<file path="src/design/aims_pkg.sv">
/*
 * constants and encodings for the analog input multiplexer control.
 * assumes one 50 MHz system clock and an active-low asynchronous reset around it.
 */
`default_nettype none

package aims_pkg;

   // register addresses on the special function register bus
   localparam logic [7:0] AIMS_ADDR_PAIR_CFG = 8'hba;
   localparam logic [7:0] AIMS_ADDR_CHAN_SEL = 8'hbb;

   // reset values
   localparam logic [3:0] AIMS_PAIR_RESET = 4'h0;
   localparam logic [3:0] AIMS_CHAN_RESET = 4'h0;
   localparam logic [2:0] AIMS_GAIN_RESET = 3'h0;
   localparam logic [7:0] AIMS_SINGLE_RESET = 8'h01; // input 0 single-ended
   localparam logic [5:0] AIMS_GAIN_SEL_RESET = 6'h01; // unity gain

   // field positions
   localparam int unsigned AIMS_FIELD_LSB = 0;
   localparam int unsigned AIMS_FIELD_MSB = 3;
   localparam int unsigned AIMS_TEMP_BIT = 3;

   // widths of the selection outputs
   localparam int unsigned AIMS_NUM_INPUTS = 8;
   localparam int unsigned AIMS_NUM_PAIRS = 4;
   localparam int unsigned AIMS_NUM_GAINS = 6;

   // one-hot gain output positions
   localparam int unsigned AIMS_GAIN_X1 = 0;
   localparam int unsigned AIMS_GAIN_X2 = 1;
   localparam int unsigned AIMS_GAIN_X4 = 2;
   localparam int unsigned AIMS_GAIN_X8 = 3;
   localparam int unsigned AIMS_GAIN_X16 = 4;
   localparam int unsigned AIMS_GAIN_HALF = 5;

   // timing
   localparam int unsigned AIMS_CLK_MHZ = 50;
   localparam int unsigned AIMS_SETTLE_NS = 1500;
   localparam int unsigned AIMS_SETTLE_CYC = (AIMS_SETTLE_NS * AIMS_CLK_MHZ + 999) / 1000;
   localparam logic [6:0] AIMS_SETTLE_LOAD = 7'(AIMS_SETTLE_CYC);
   localparam int unsigned AIMS_TRACK_SAR_CLKS = 3;
   localparam logic [1:0] AIMS_TRACK_LAST = 2'(AIMS_TRACK_SAR_CLKS - 1);

   // conversion sequencer states, one-hot
   typedef enum logic [2:0] {
      AIMS_ST_IDLE = 3'b001,
      AIMS_ST_TRACK = 3'b010,
      AIMS_ST_CONV = 3'b100
   } aims_state_type;

endpackage : aims_pkg

`default_nettype wire

</file>
<file path="src/design/aims_track_timer.sv">
/*
 * track-and-hold sequencer: turns a start request into a tracking interval
 * (low-power mode) and a successive-approximation start pulse.
 * assumes sar_tick is a one-cycle pulse per converter clock on the same clock.
 */
`default_nettype none

module aims_track_timer
   import aims_pkg::*;
(
   input wire logic clk,
   input wire logic nrst,
   input wire logic low_power, // tracking mode bit
   input wire logic conv_start, // start request pulse
   input wire logic sar_tick, // one pulse per sar clock
   input wire logic conv_done, // converter finished
   output logic sar_go, // pulse: begin approximation steps
   output logic tracking, // input is being tracked
   output logic converting // conversion in progress
);

   aims_state_type state_q; // sequencer state
   aims_state_type state_d;
   logic [1:0] cnt_q; // sar clocks tracked so far
   logic [1:0] cnt_d;
   logic go_d;
   logic track_d;

   // next state
   always_comb begin
      state_d = state_q;
      cnt_d = cnt_q;
      go_d = 1'b0;
      case (state_q)
         AIMS_ST_IDLE: begin
            if (conv_start) begin
               cnt_d = 2'h0;
               if (low_power) begin
                  state_d = AIMS_ST_TRACK;
               end else begin
                  state_d = AIMS_ST_CONV;
                  go_d = 1'b1;
               end
            end
         end
         AIMS_ST_TRACK: begin
            if (sar_tick) begin
               if (cnt_q == AIMS_TRACK_LAST) begin
                  state_d = AIMS_ST_CONV;
                  go_d = 1'b1;
               end else begin
                  cnt_d = cnt_q + 2'h1;
               end
            end
         end
         AIMS_ST_CONV: begin
            // back to idle when result is in
            if (conv_done) begin
               state_d = AIMS_ST_IDLE;
            end
         end
         default: begin
            state_d = AIMS_ST_IDLE;
         end
      endcase
   end

   assign track_d = low_power ? (state_d == AIMS_ST_TRACK) : (state_d == AIMS_ST_IDLE);

   // state and output flops
   always_ff @(posedge clk or negedge nrst) begin
      if (!nrst) begin
         state_q <= AIMS_ST_IDLE;
         cnt_q <= 2'h0;
         sar_go <= 1'b0;
         tracking <= 1'b0;
         converting <= 1'b0;
      end else begin
         state_q <= state_d;
         cnt_q <= cnt_d;
         sar_go <= go_d;
         tracking <= track_d;
         converting <= (state_d == AIMS_ST_CONV);
      end
   end

endmodule : aims_track_timer

`default_nettype wire

</file>
<file path="src/design/aims_mux_ctrl.sv">
/*
 * multiplexer control: the two byte-wide selection registers on the
 * special function register bus, the input/pair/temperature decode, the
 * gain decode, a settling-time status and the track-and-hold sequencer.
 * assumes bus strobes, gain and track bits come from logic on clk.
 */
`default_nettype none

module aims_mux_ctrl
   import aims_pkg::*;
(
   input wire logic clk,
   input wire logic nrst,
   input wire logic [7:0] sfr_addr, // register address
   input wire logic [7:0] sfr_wdata, // write data
   input wire logic sfr_wr, // write strobe, one cycle
   input wire logic sfr_rd, // read strobe, one cycle
   output logic [7:0] sfr_rdata, // read data, cycle after sfr_rd
   input wire logic [2:0] gain_field, // amplifier gain code
   input wire logic low_power_track_sel, // tracking mode bit
   input wire logic conv_start, // start of conversion pulse
   input wire logic sar_tick, // sar clock pulse
   input wire logic conv_done, // conversion complete pulse
   output logic [7:0] sel_single, // single-ended input enables
   output logic [3:0] sel_diff, // differential pair enables
   output logic sel_temp, // temperature sensor enable
   output logic sel_undefined, // odd code inside a pair
   output logic [5:0] gain_sel, // one-hot amplifier gain
   output logic settle_busy, // settling interval running
   output logic sar_go, // begin approximation steps
   output logic tracking, // input is being tracked
   output logic converting // conversion in progress
);

   // the registers hold only what software wrote; the selection outputs are
   // decoded again on every edge, so a write shows on the analog switches at
   // the very edge that takes it and the settling interval starts there too.
   // the gain code, track bit and conversion strobes live in other registers
   // and arrive here as plain levels and pulses on the same clock.

   // decode channel code and pair bits into {undef, temp, diff, single}
   // result layout: [13] undef, [12] temp, [11:8] diff, [7:0] single
   // pair k joins input 2k (positive) and input 2k+1 (negative)
   function automatic logic [13:0] aims_decode(input logic [3:0] pair, input logic [3:0] code);
      logic [7:0] single;
      logic [3:0] diff;
      logic temp;
      logic undef;
      int unsigned n;
      single = 8'h00;
      diff = 4'h0;
      temp = 1'b0;
      undef = 1'b0;
      // input number in the external bank; its pair index is n / 2
      n = 32'(code[2:0]);
      if (code[AIMS_TEMP_BIT]) begin
         temp = 1'b1;
      // pair bit clear routes single input
      end else if (!pair[n / 2]) begin
         single[n] = 1'b1;
      end else if ((n % 2) == 0) begin
         diff[n / 2] = 1'b1;
      // odd code in a pair selects nothing
      end else begin
         undef = 1'b1;
      end
      // at most one group is set, so the switches never short two inputs
      return {undef, temp, diff, single};
   endfunction : aims_decode

   // map gain code to one-hot gain
   // codes 10x and 11x ignore their lowest bit
   function automatic logic [5:0] aims_gain(input logic [2:0] g);
      logic [5:0] oh;
      oh = 6'h00;
      case (g)
         3'h0: oh[AIMS_GAIN_X1] = 1'b1;
         3'h1: oh[AIMS_GAIN_X2] = 1'b1;
         3'h2: oh[AIMS_GAIN_X4] = 1'b1;
         3'h3: oh[AIMS_GAIN_X8] = 1'b1;
         3'h4, 3'h5: oh[AIMS_GAIN_X16] = 1'b1;
         default: oh[AIMS_GAIN_HALF] = 1'b1;
      endcase
      return oh;
   endfunction : aims_gain

   // stored register fields and their next values
   logic [3:0] pair_q; // pair configuration bits
   logic [3:0] pair_d;
   logic [3:0] chan_q; // channel code
   logic [3:0] chan_d;
   logic [2:0] gain_q; // last gain seen
   logic [6:0] settle_q; // settling countdown
   logic [6:0] settle_d;
   logic [7:0] rdata_d;

   // address decode
   // addresses outside the two registers neither store nor read back
   wire hit_pair = (sfr_addr == AIMS_ADDR_PAIR_CFG);
   wire hit_chan = (sfr_addr == AIMS_ADDR_CHAN_SEL);
   wire wr_pair = sfr_wr && hit_pair;
   wire wr_chan = sfr_wr && hit_chan;

   // only the low nibble is stored
   assign pair_d = wr_pair ? sfr_wdata[AIMS_FIELD_MSB:AIMS_FIELD_LSB] : pair_q;
   // only the low nibble is stored
   assign chan_d = wr_chan ? sfr_wdata[AIMS_FIELD_MSB:AIMS_FIELD_LSB] : chan_q;

   // decoded selection from the values being written, so a write takes
   // effect on the edge that stores it rather than one cycle later
   wire [13:0] sel_next = aims_decode(pair_d, chan_d);
   // named slices of the decoded selection
   wire [7:0] single_next = sel_next[7:0]; // one enable per input pin
   wire [3:0] diff_next = sel_next[11:8]; // one enable per pair
   wire temp_next = sel_next[12]; // temperature sensor
   wire undef_next = sel_next[13]; // odd code inside a pair
   // one-hot gain from the live gain code
   wire [5:0] gain_next = aims_gain(gain_field);

   // any change of mux or gain restarts settling; rewriting the same value
   // leaves the analog path untouched, so it does not restart the count
   // register change: next value against stored value
   wire mux_change = (pair_d != pair_q) || (chan_d != chan_q);
   // gain change: live code against last code seen
   wire gain_change = (gain_field != gain_q);

   // settling countdown of 1.5 us
   // the load is 1.5 us of system clocks, rounded up; the count rests at
   // zero until a fresh change reloads it. the status is advisory only:
   // conversions are never held off, software must watch it
   assign settle_d = (mux_change || gain_change) ? AIMS_SETTLE_LOAD :
                     (settle_q != 7'h00) ? settle_q - 7'h01 : 7'h00;

   // upper nibbles read as zero; unmapped reads zero
   assign rdata_d = !sfr_rd ? 8'h00 :
                    hit_pair ? {4'h0, pair_q} :
                    hit_chan ? {4'h0, chan_q} : 8'h00;

   // register storage
   // upper nibbles are never stored, so they cannot leak into the decode
   always_ff @(posedge clk or negedge nrst) begin
      if (!nrst) begin
         pair_q <= AIMS_PAIR_RESET;
         chan_q <= AIMS_CHAN_RESET;
      end else begin
         pair_q <= pair_d;
         chan_q <= chan_d;
      end
   end

   // analog selection controls
   // reset value matches the decode of the cleared registers
   always_ff @(posedge clk or negedge nrst) begin
      if (!nrst) begin
         sel_single <= AIMS_SINGLE_RESET;
         sel_diff <= 4'h0;
         sel_temp <= 1'b0;
         sel_undefined <= 1'b0;
      end else begin
         sel_single <= single_next;
         sel_diff <= diff_next;
         sel_temp <= temp_next;
         sel_undefined <= undef_next;
      end
   end

   // gain tracking and decode
   // gain_q remembers the last code so that a change restarts settling
   always_ff @(posedge clk or negedge nrst) begin
      if (!nrst) begin
         gain_q <= AIMS_GAIN_RESET;
         gain_sel <= AIMS_GAIN_SEL_RESET;
      end else begin
         gain_q <= gain_field;
         gain_sel <= gain_next;
      end
   end

   // settling status
   // busy mirrors the next count so it rises on the changing edge
   always_ff @(posedge clk or negedge nrst) begin
      if (!nrst) begin
         settle_q <= 7'h00;
         settle_busy <= 1'b0;
      end else begin
         settle_q <= settle_d;
         settle_busy <= (settle_d != 7'h00);
      end
   end

   // read data
   // stands for one cycle after the strobe, zero otherwise; a read in the
   // same cycle as a write returns the old value
   always_ff @(posedge clk or negedge nrst) begin
      if (!nrst) begin
         sfr_rdata <= 8'h00;
      end else begin
         sfr_rdata <= rdata_d;
      end
   end

   // track-and-hold sequencer
   // it owns the track/convert timing; this block only hands it the mode
   // bit and strobes and passes its registered outputs to the ports
   aims_track_timer u_track (
      .clk(clk),
      .nrst(nrst),
      .low_power(low_power_track_sel),
      .conv_start(conv_start),
      .sar_tick(sar_tick),
      .conv_done(conv_done),
      .sar_go(sar_go),
      .tracking(tracking),
      .converting(converting)
   );

endmodule : aims_mux_ctrl

`default_nettype wire

</file>
<file path="config.mk">
export PLATFORM = sky130hd
export DESIGN_NAME = aims_mux_ctrl
export DESIGN_NICKNAME = d
export VERILOG_FILES = /design/src/design/aims_pkg.sv /design/src/design/aims_track_timer.sv /design/src/design/aims_mux_ctrl.sv
export SDC_FILE = /design/constraint.sdc
export NUM_CORES = 1
export LEC_CHECK = 0
export BUFFER_PORTS_ARGS = -buffer_cell sky130_fd_sc_hd__buf_2
export CORE_MARGIN = 2
export CORE_UTILIZATION = 45
export DETAILED_ROUTE_END_ITERATION = 8
export PLACE_DENSITY = 0.65
export SLEW_MARGIN = 20
export SYNTH_ARGS = -nofsm -noshare
export SYNTH_HDL_FRONTEND = slang
export SYNTH_SLANG_ARGS = --single-unit
</file>
<file path="constraint.sdc">
create_clock -name clk -period 5.1 [get_ports clk]
set_input_delay 0.765 -clock clk [delete_from_list [all_inputs] [get_ports clk]]
set_output_delay 0.765 -clock clk [all_outputs]
set_load 0.05 [all_outputs]
</file>
Yosys cells after proc, flatten, opt, wreduce, memory -nomap -nowiden
Index checks and enable logic that the tools add are counted.
{"block": "word_totals", "wordCells": 100, "register_bits": 51, "out_inout_bits": 32, "input_bits": 27}
{"block": "op_classes", "eq_ne": 20, "n_lt_le_gt_ge": 4, "mux": 44, "add_sub_neg": 2, "reduce_logical": 14}
{"op": "$logic_not 32->1", "n": 1}
{"op": "$mux 4", "n": 8}
{"op": "$mux 1", "n": 18}
{"op": "$eq 8x8->1 const B", "n": 2}
{"op": "$mux 8", "n": 2}
{"op": "$mux 3", "n": 5}
{"op": "$mux 7", "n": 2}
{"op": "$reduce_bool 7->1", "n": 2}
{"op": "$eq 3x2->1 const B", "n": 4}
{"op": "$eq 3x3->1 const B", "n": 4}
{"op": "$eq 3x1->1 const B", "n": 3}
{"op": "$pmux 3 s3", "n": 1}
{"op": "$ne 4x4->1", "n": 2}
{"op": "$sub 7x1->7 const B", "n": 1}
{"op": "$mux 2", "n": 3}
{"op": "$ne 2x2->1 const B", "n": 3}
{"op": "$reduce_or 6->1", "n": 1}
{"op": "$logic_and 1x1->1", "n": 4}
{"op": "$lt 3x4->1 const B", "n": 1}
{"op": "$pmux 2 s2", "n": 1}
{"op": "$reduce_and 4->1", "n": 1}
{"op": "$demux 1 s3", "n": 1}
{"op": "$ge 3x1->1 const B", "n": 1}
{"op": "$logic_not 3->1", "n": 1}
{"op": "11 further kinds", "n": 12}

Logic depth before layout (Yosys ltp)
{"block": "logic_depth", "ltp_word": 10, "depth_mapped": 6, "ltp_nobuf": 6}

By module
Synthesis repeated with hierarchy kept, for this count alone.
{"block": "hier_totals", "hier_cells": 216, "area_unflattened_um2": 2449.8}
{"module": "aims_mux_ctrl", "n_inst": 1, "area_each_um2": 2057.0, "seq_area_each_um2": 1053.5, "cells_per_inst": 186}
{"module": "aims_track_timer", "n_inst": 1, "area_each_um2": 392.9, "seq_area_each_um2": 201.4, "cells_per_inst": 30}

Worst setup path before layout
No wires, ideal clock.
{"block": "synth_timing", "path_type": "input-to-reg", "start": "input sfr_wdata[0]", "end": "register settle_q[6]", "arrival_ns": 1.987, "setup_slack_ns": 2.984, "required_time_ns": 4.971, "stages": 5, "n_path_buf": 1, "setup_ns": 0.129, "cell_sequence": "clkbuf_2 -> xor2_1 -> o41a_1 -> o31a_1 -> a2111o_1"}
{"block": "synth_between", "elab_chain_len": 5, "word_cells_on_any_way": 7, "classes_between": "2 x eq/ne; 3 x mux; 2 x reduce/logical"}
{"item": "start: declaration", "line_no": "aims_mux_ctrl.sv:15", "source": "input wire logic [7:0] sfr_wdata,"}
{"item": "$mux 4 (on tied branches)", "line_no": "aims_mux_ctrl.sv:105, aims_mux_ctrl.sv:107"}
{"item": "$ne 4x4->1", "line_no": "aims_mux_ctrl.sv:123", "source": "wire mux_change = (pair_d != pair_q) || (chan_d != chan_q);"}
{"item": "$logic_or 1x1->1 (*)", "line_no": "aims_mux_ctrl.sv:123"}
{"item": "$logic_or 1x1->1 (*)", "line_no": "aims_mux_ctrl.sv:131", "source": "assign settle_d = (mux_change || gain_change) ? AIMS_SETTLE_LOAD :"}
{"item": "$mux 7 (*)", "line_no": "aims_mux_ctrl.sv:131"}
{"item": "named net settle_d[6]", "line_no": "aims_mux_ctrl.sv:94", "source": "logic [6:0] settle_d;"}
{"item": "end signal: assignment", "line_no": "aims_mux_ctrl.sv:186", "source": "settle_q <= settle_d;"}
{"item": "end: declaration", "line_no": "aims_mux_ctrl.sv:93", "source": "logic [6:0] settle_q;"}
Mark *: on every way through the listed nets, which the timed path passes. The rest lies on a longest branch.
A chain may end at the register's enable or synchronous reset.

Worst setup path after layout
{"block": "layout_timing", "start": "input sfr_addr[6]", "end": "register sel_undefined"}
{"block": "layout_between", "elab_chain_len": 7, "word_cells_on_any_way": 12, "classes_between": "2 x eq/ne; 7 x mux; 3 x reduce/logical"}
{"item": "start: declaration", "line_no": "aims_mux_ctrl.sv:14", "source": "input wire logic [7:0] sfr_addr,"}
{"item": "$eq 8x8->1", "line_no": "aims_mux_ctrl.sv:100", "source": "wire hit_chan = (sfr_addr == AIMS_ADDR_CHAN_SEL);"}
{"item": "$logic_and 1x1->1", "line_no": "aims_mux_ctrl.sv:102", "source": "wire wr_chan = sfr_wr && hit_chan;"}
{"item": "$mux 4", "line_no": "aims_mux_ctrl.sv:107", "source": "assign chan_d = wr_chan ? sfr_wdata[AIMS_FIELD_MSB:AIMS_FIELD_LSB] : chan_q;"}
{"item": "named net chan_d[1]", "line_no": "aims_mux_ctrl.sv:91", "source": "logic [3:0] chan_d;"}
{"item": "$bmux 1 s2", "line_no": "aims_mux_ctrl.sv:59", "source": "end else if (!pair[n / 2]) begin"}
{"item": "$mux 1 (implied by the code)", "line_no": "aims_mux_ctrl.sv:59"}
{"item": "$mux 1", "line_no": "aims_mux_ctrl.sv:59"}
{"item": "$mux 1", "line_no": "aims_mux_ctrl.sv:56", "source": "if (code[AIMS_TEMP_BIT]) begin"}
{"item": "named net undef_next", "line_no": "aims_mux_ctrl.sv:116", "source": "wire undef_next = sel_next[13];"}
{"item": "end signal: assignment", "line_no": "aims_mux_ctrl.sv:163", "source": "sel_undefined <= undef_next;"}
{"item": "end: declaration", "line_no": "aims_mux_ctrl.sv:27", "source": "output logic sel_undefined,"}
The timed path passes the listed nets, and every way through them passes these cells. The select of a mux whose other input is x is not followed.

==> results.yml <==
logic_synthesis:
  synth_top_family_by_area: "simple AND/OR/NAND/NOR gates"
  synth_top_cells_by_count: "dfrtp_1, nor2_1, nand2_1"
  synth-simple-area-share: 0.202
  ys_ff_latch: 50
  synth_edf_count: 0
  synth_top_area_cell: "dfrtp_1"
  synth_xor_area_frac: 0.0340
  muxShareOfSynthArea: 0.0685
  synth_warnings: 0
  synth_adder_area_share: 0.0162
  synth_compound_area_frac: 0.100
  yosys_most_used_dff: "dfrtp_1"
  synth_seq_area_share: 0.541
  synth_area_leaders: "dfrtp_1, mux2i_1, dfstp_2"
  synth_top_area_frac: 0.507
  synth.most_common_cell: "dfrtp_1"
  avgSynthCellArea_um2: 10.7
  synthArstFlopShare: 1.00
  synthCells: 217
  synthDistinctLibCells: 53
  synth_area_mm2: 0.00232
cells_and_area:
  fin_nets: 300
  syn_to_final_growth_pct: 16.7
  n_antenna_cell: 0
  drive_gt1_frac: 0.259
critical_path:
  required_ns: 5.28
  crit_path_start: "sfr_addr[6]"
  critical_path.endpoint: "sel_undefined"
  reg2reg_slack_ns: 3.29
  worstReg2RegEnd: "settle_q[6]"
  rr_startpoint: "chan_q[2]"
  cp_max_fo: 8
  cp-end-kind: "flop"
  rr_worst_depth: 5
  worstPathArrival_ns: 2.29
  critical_path_class: "in2reg"
  start_kind: "input pin"
sta:
  hold_viol: 0
  tightestPinTransition_ns: 0.610
  slew_headroom: 0.592
  rsz0062_at_grt: "no"
  setup_tns_ns: 0
  setup_violations: 0
  finalCritPeriodShare: 0.412
  hold_slack_ns: 0.463
  timing.fmax_ghz: 0.476
  final.min_clock_period_ns: 2.10
  drv_slew: 0
  fin_worst_skew_ns: 0.00275
clock_tree:
  clock-root-buffer: "clkbuf_8"
  numCtsBuffers: 5
  cts_resized: 0
  cts_tree: "yes"
  hold_buffers: 0
  clkTransAtPathRegs_ns: 0.08
  h-tree-depth: 2
  clkLatencyLatePin_ns: 0.29
  cts.sinks: 50
  cts_buffer_depth: 2
  post-cts-setup-buffers: 0
routing:
  drtIter0Drc: 96
  totalWireLength_mm: 4.33
  ant_nets: 0
  via_per_inst: 5.07
  vias: 1723
  wire_per_inst_um: 12.7
  first_pass_iters: 5
  drcViolationCount: 0
floorplanning:
  ioPinCount: 59
  coreArea_mm2: 0.00504
  die_w_um: 75.8
  rows: 26
  initial_core_util: 0.460
  die_y_um: 75.8
  die-area_mm2: 0.00575
power:
  vdd_drop_max_mv: 0.125
  power.leakage_nw: 1.31
  power_per_cell_area_mw_per_mm2: 304
global_route:
  grt_antenna_before_repair: 0
  grt_overflow: 0
  grt_util_all_layers: 0.170
  grt_pass1_wl_mm: 7.25
  grt_pass1_vias: 1633
  grt_max_degree: 51
placement:
  dp_hpwl_mm: 3.19
  port_buffers: 50
  place.gp.congestion: 0.838
status:
  status: "finished clean"
min_path:
  hp-class: "in2async"
job:
  drv_cap: 0
area by class of cell:
class	count	area (um2)
clock buffers	6	72.6
clock inverters	1	7.51
fillers	484	2330
inverters	11	41.3
multi-input cells	152	992
flip-flops and latches	50	1250
well taps	70	87.6
repair buffers	50	253
worst min-delay path by stage:
stage	endpoint	slack, ns	cells past startpoint
finish	sfr_rdata[3]	0.46	1
global route	sfr_rdata[3]	0.54	1
CTS	u_track.cnt_q[0]	0.50	1
detailed placement	u_track.cnt_q[0]	0.48	1
global placement	u_track.cnt_q[0]	0.48	1
floorplan	u_track.cnt_q[0]	0.46	1
per-layer routing:
metal	wire, um	track usage	vias to the layer above
met3	187	0.0423	9
met1	1910	0.216	809
met5	0	0	-
met4	76	0.0663	0
met2	2160	0.279	40
li1	-	-	865
worst max-delay path, stage by stage:
cell	delay, ns
buf_2	0.10
and4b_2	0.32
nand3_2	0.24
mux2i_4	0.30
inv_1	0.17
nand2_1	0.12
o32ai_1	0.28
cells in the final DEF (no fill, tap or decap), types with 2 or more instances in the layout:
| cell type | count |
|---|---|
| nor3b_1 | 4 |
| nand2_1 | 17 |
| ha_1 | 3 |
| nor3_1 | 13 |
| and2_1 | 2 |
| a31oi_1 | 3 |
| buf_2 | 49 |
| or2_2 | 2 |
| or3_1 | 2 |
| nor2_1 | 21 |
| o22ai_1 | 2 |
| a21oi_1 | 4 |
| inv_1 | 9 |
| xnor2_1 | 3 |
| nand2b_1 | 5 |
| nand3b_1 | 2 |
| clkbuf_8 | 5 |
| a2bb2oi_1 | 2 |
| mux2i_1 | 8 |
| nand3_1 | 5 |
| dfstp_2 | 3 |
| dfrtp_1 | 47 |
| nor2b_1 | 4 |
| o211ai_1 | 2 |
| xor2_1 | 6 |
| nand4_1 | 3 |
| mux2_2 | 5 |
| nor4_1 | 2 |
| conb_1 | 4 |
| o21ai_0 | 8 |
| nand4b_1 | 2 |
sequential cells by signal (all words and copies together) (netlist names):
register            count
sel_single              8
u_track.state_q         3
u_track.converting      1
settle_busy             1
gain_sel                6
chan_q                  4
settle_q                7
u_track.cnt_q           2
sel_undefined           1
pair_q                  4
u_track.tracking        1
sel_diff                4
gain_q                  3
sfr_rdata               4
u_track.sar_go          1
report_power, final:
part           switching (W)  leakage (nW)  internal, W
combinational       0.000113         0.628    0.0000494
sequential         0.0000185         0.645     0.000430
clock               0.000119        0.0373    0.0000941
metrics by stage:
| stage | total power (W) | utilization | instance area, um2 | cells | setup slack, ns |
|---|---|---|---|---|---|
| 6_report | 0.000824 | 0.537 | 2710 | 340 | 3.00 |
| 5_1_grt | 0.000871 | 0.537 | 2710 | 340 | 2.87 |
| 4_1_cts | 0.000840 | 0.537 | 2710 | 340 | 3.03 |
| 3_5_place_dp | 0.000620 | 0.521 | 2630 | 333 | 2.71 |
| 3_3_place_gp | 0.000618 | 0.521 | 2630 | 333 | 2.72 |
| 2_1_floorplan | 0.000573 | - | 2330 | 220 | 2.98 |
logic make-up (layout without fill, tap and decap cells):
group / Yosys count / count (layout)
other cells: 1 / 4
buf+inv: 18 / 68
fa+ha+maj: 3 / 3
simple gates: 89 / 89
xor+xnor: 9 / 9
flops: 50 / 50
compound gates: 33 / 33
mux: 14 / 14
Note: power is estimated with default switching activity, not from simulation.
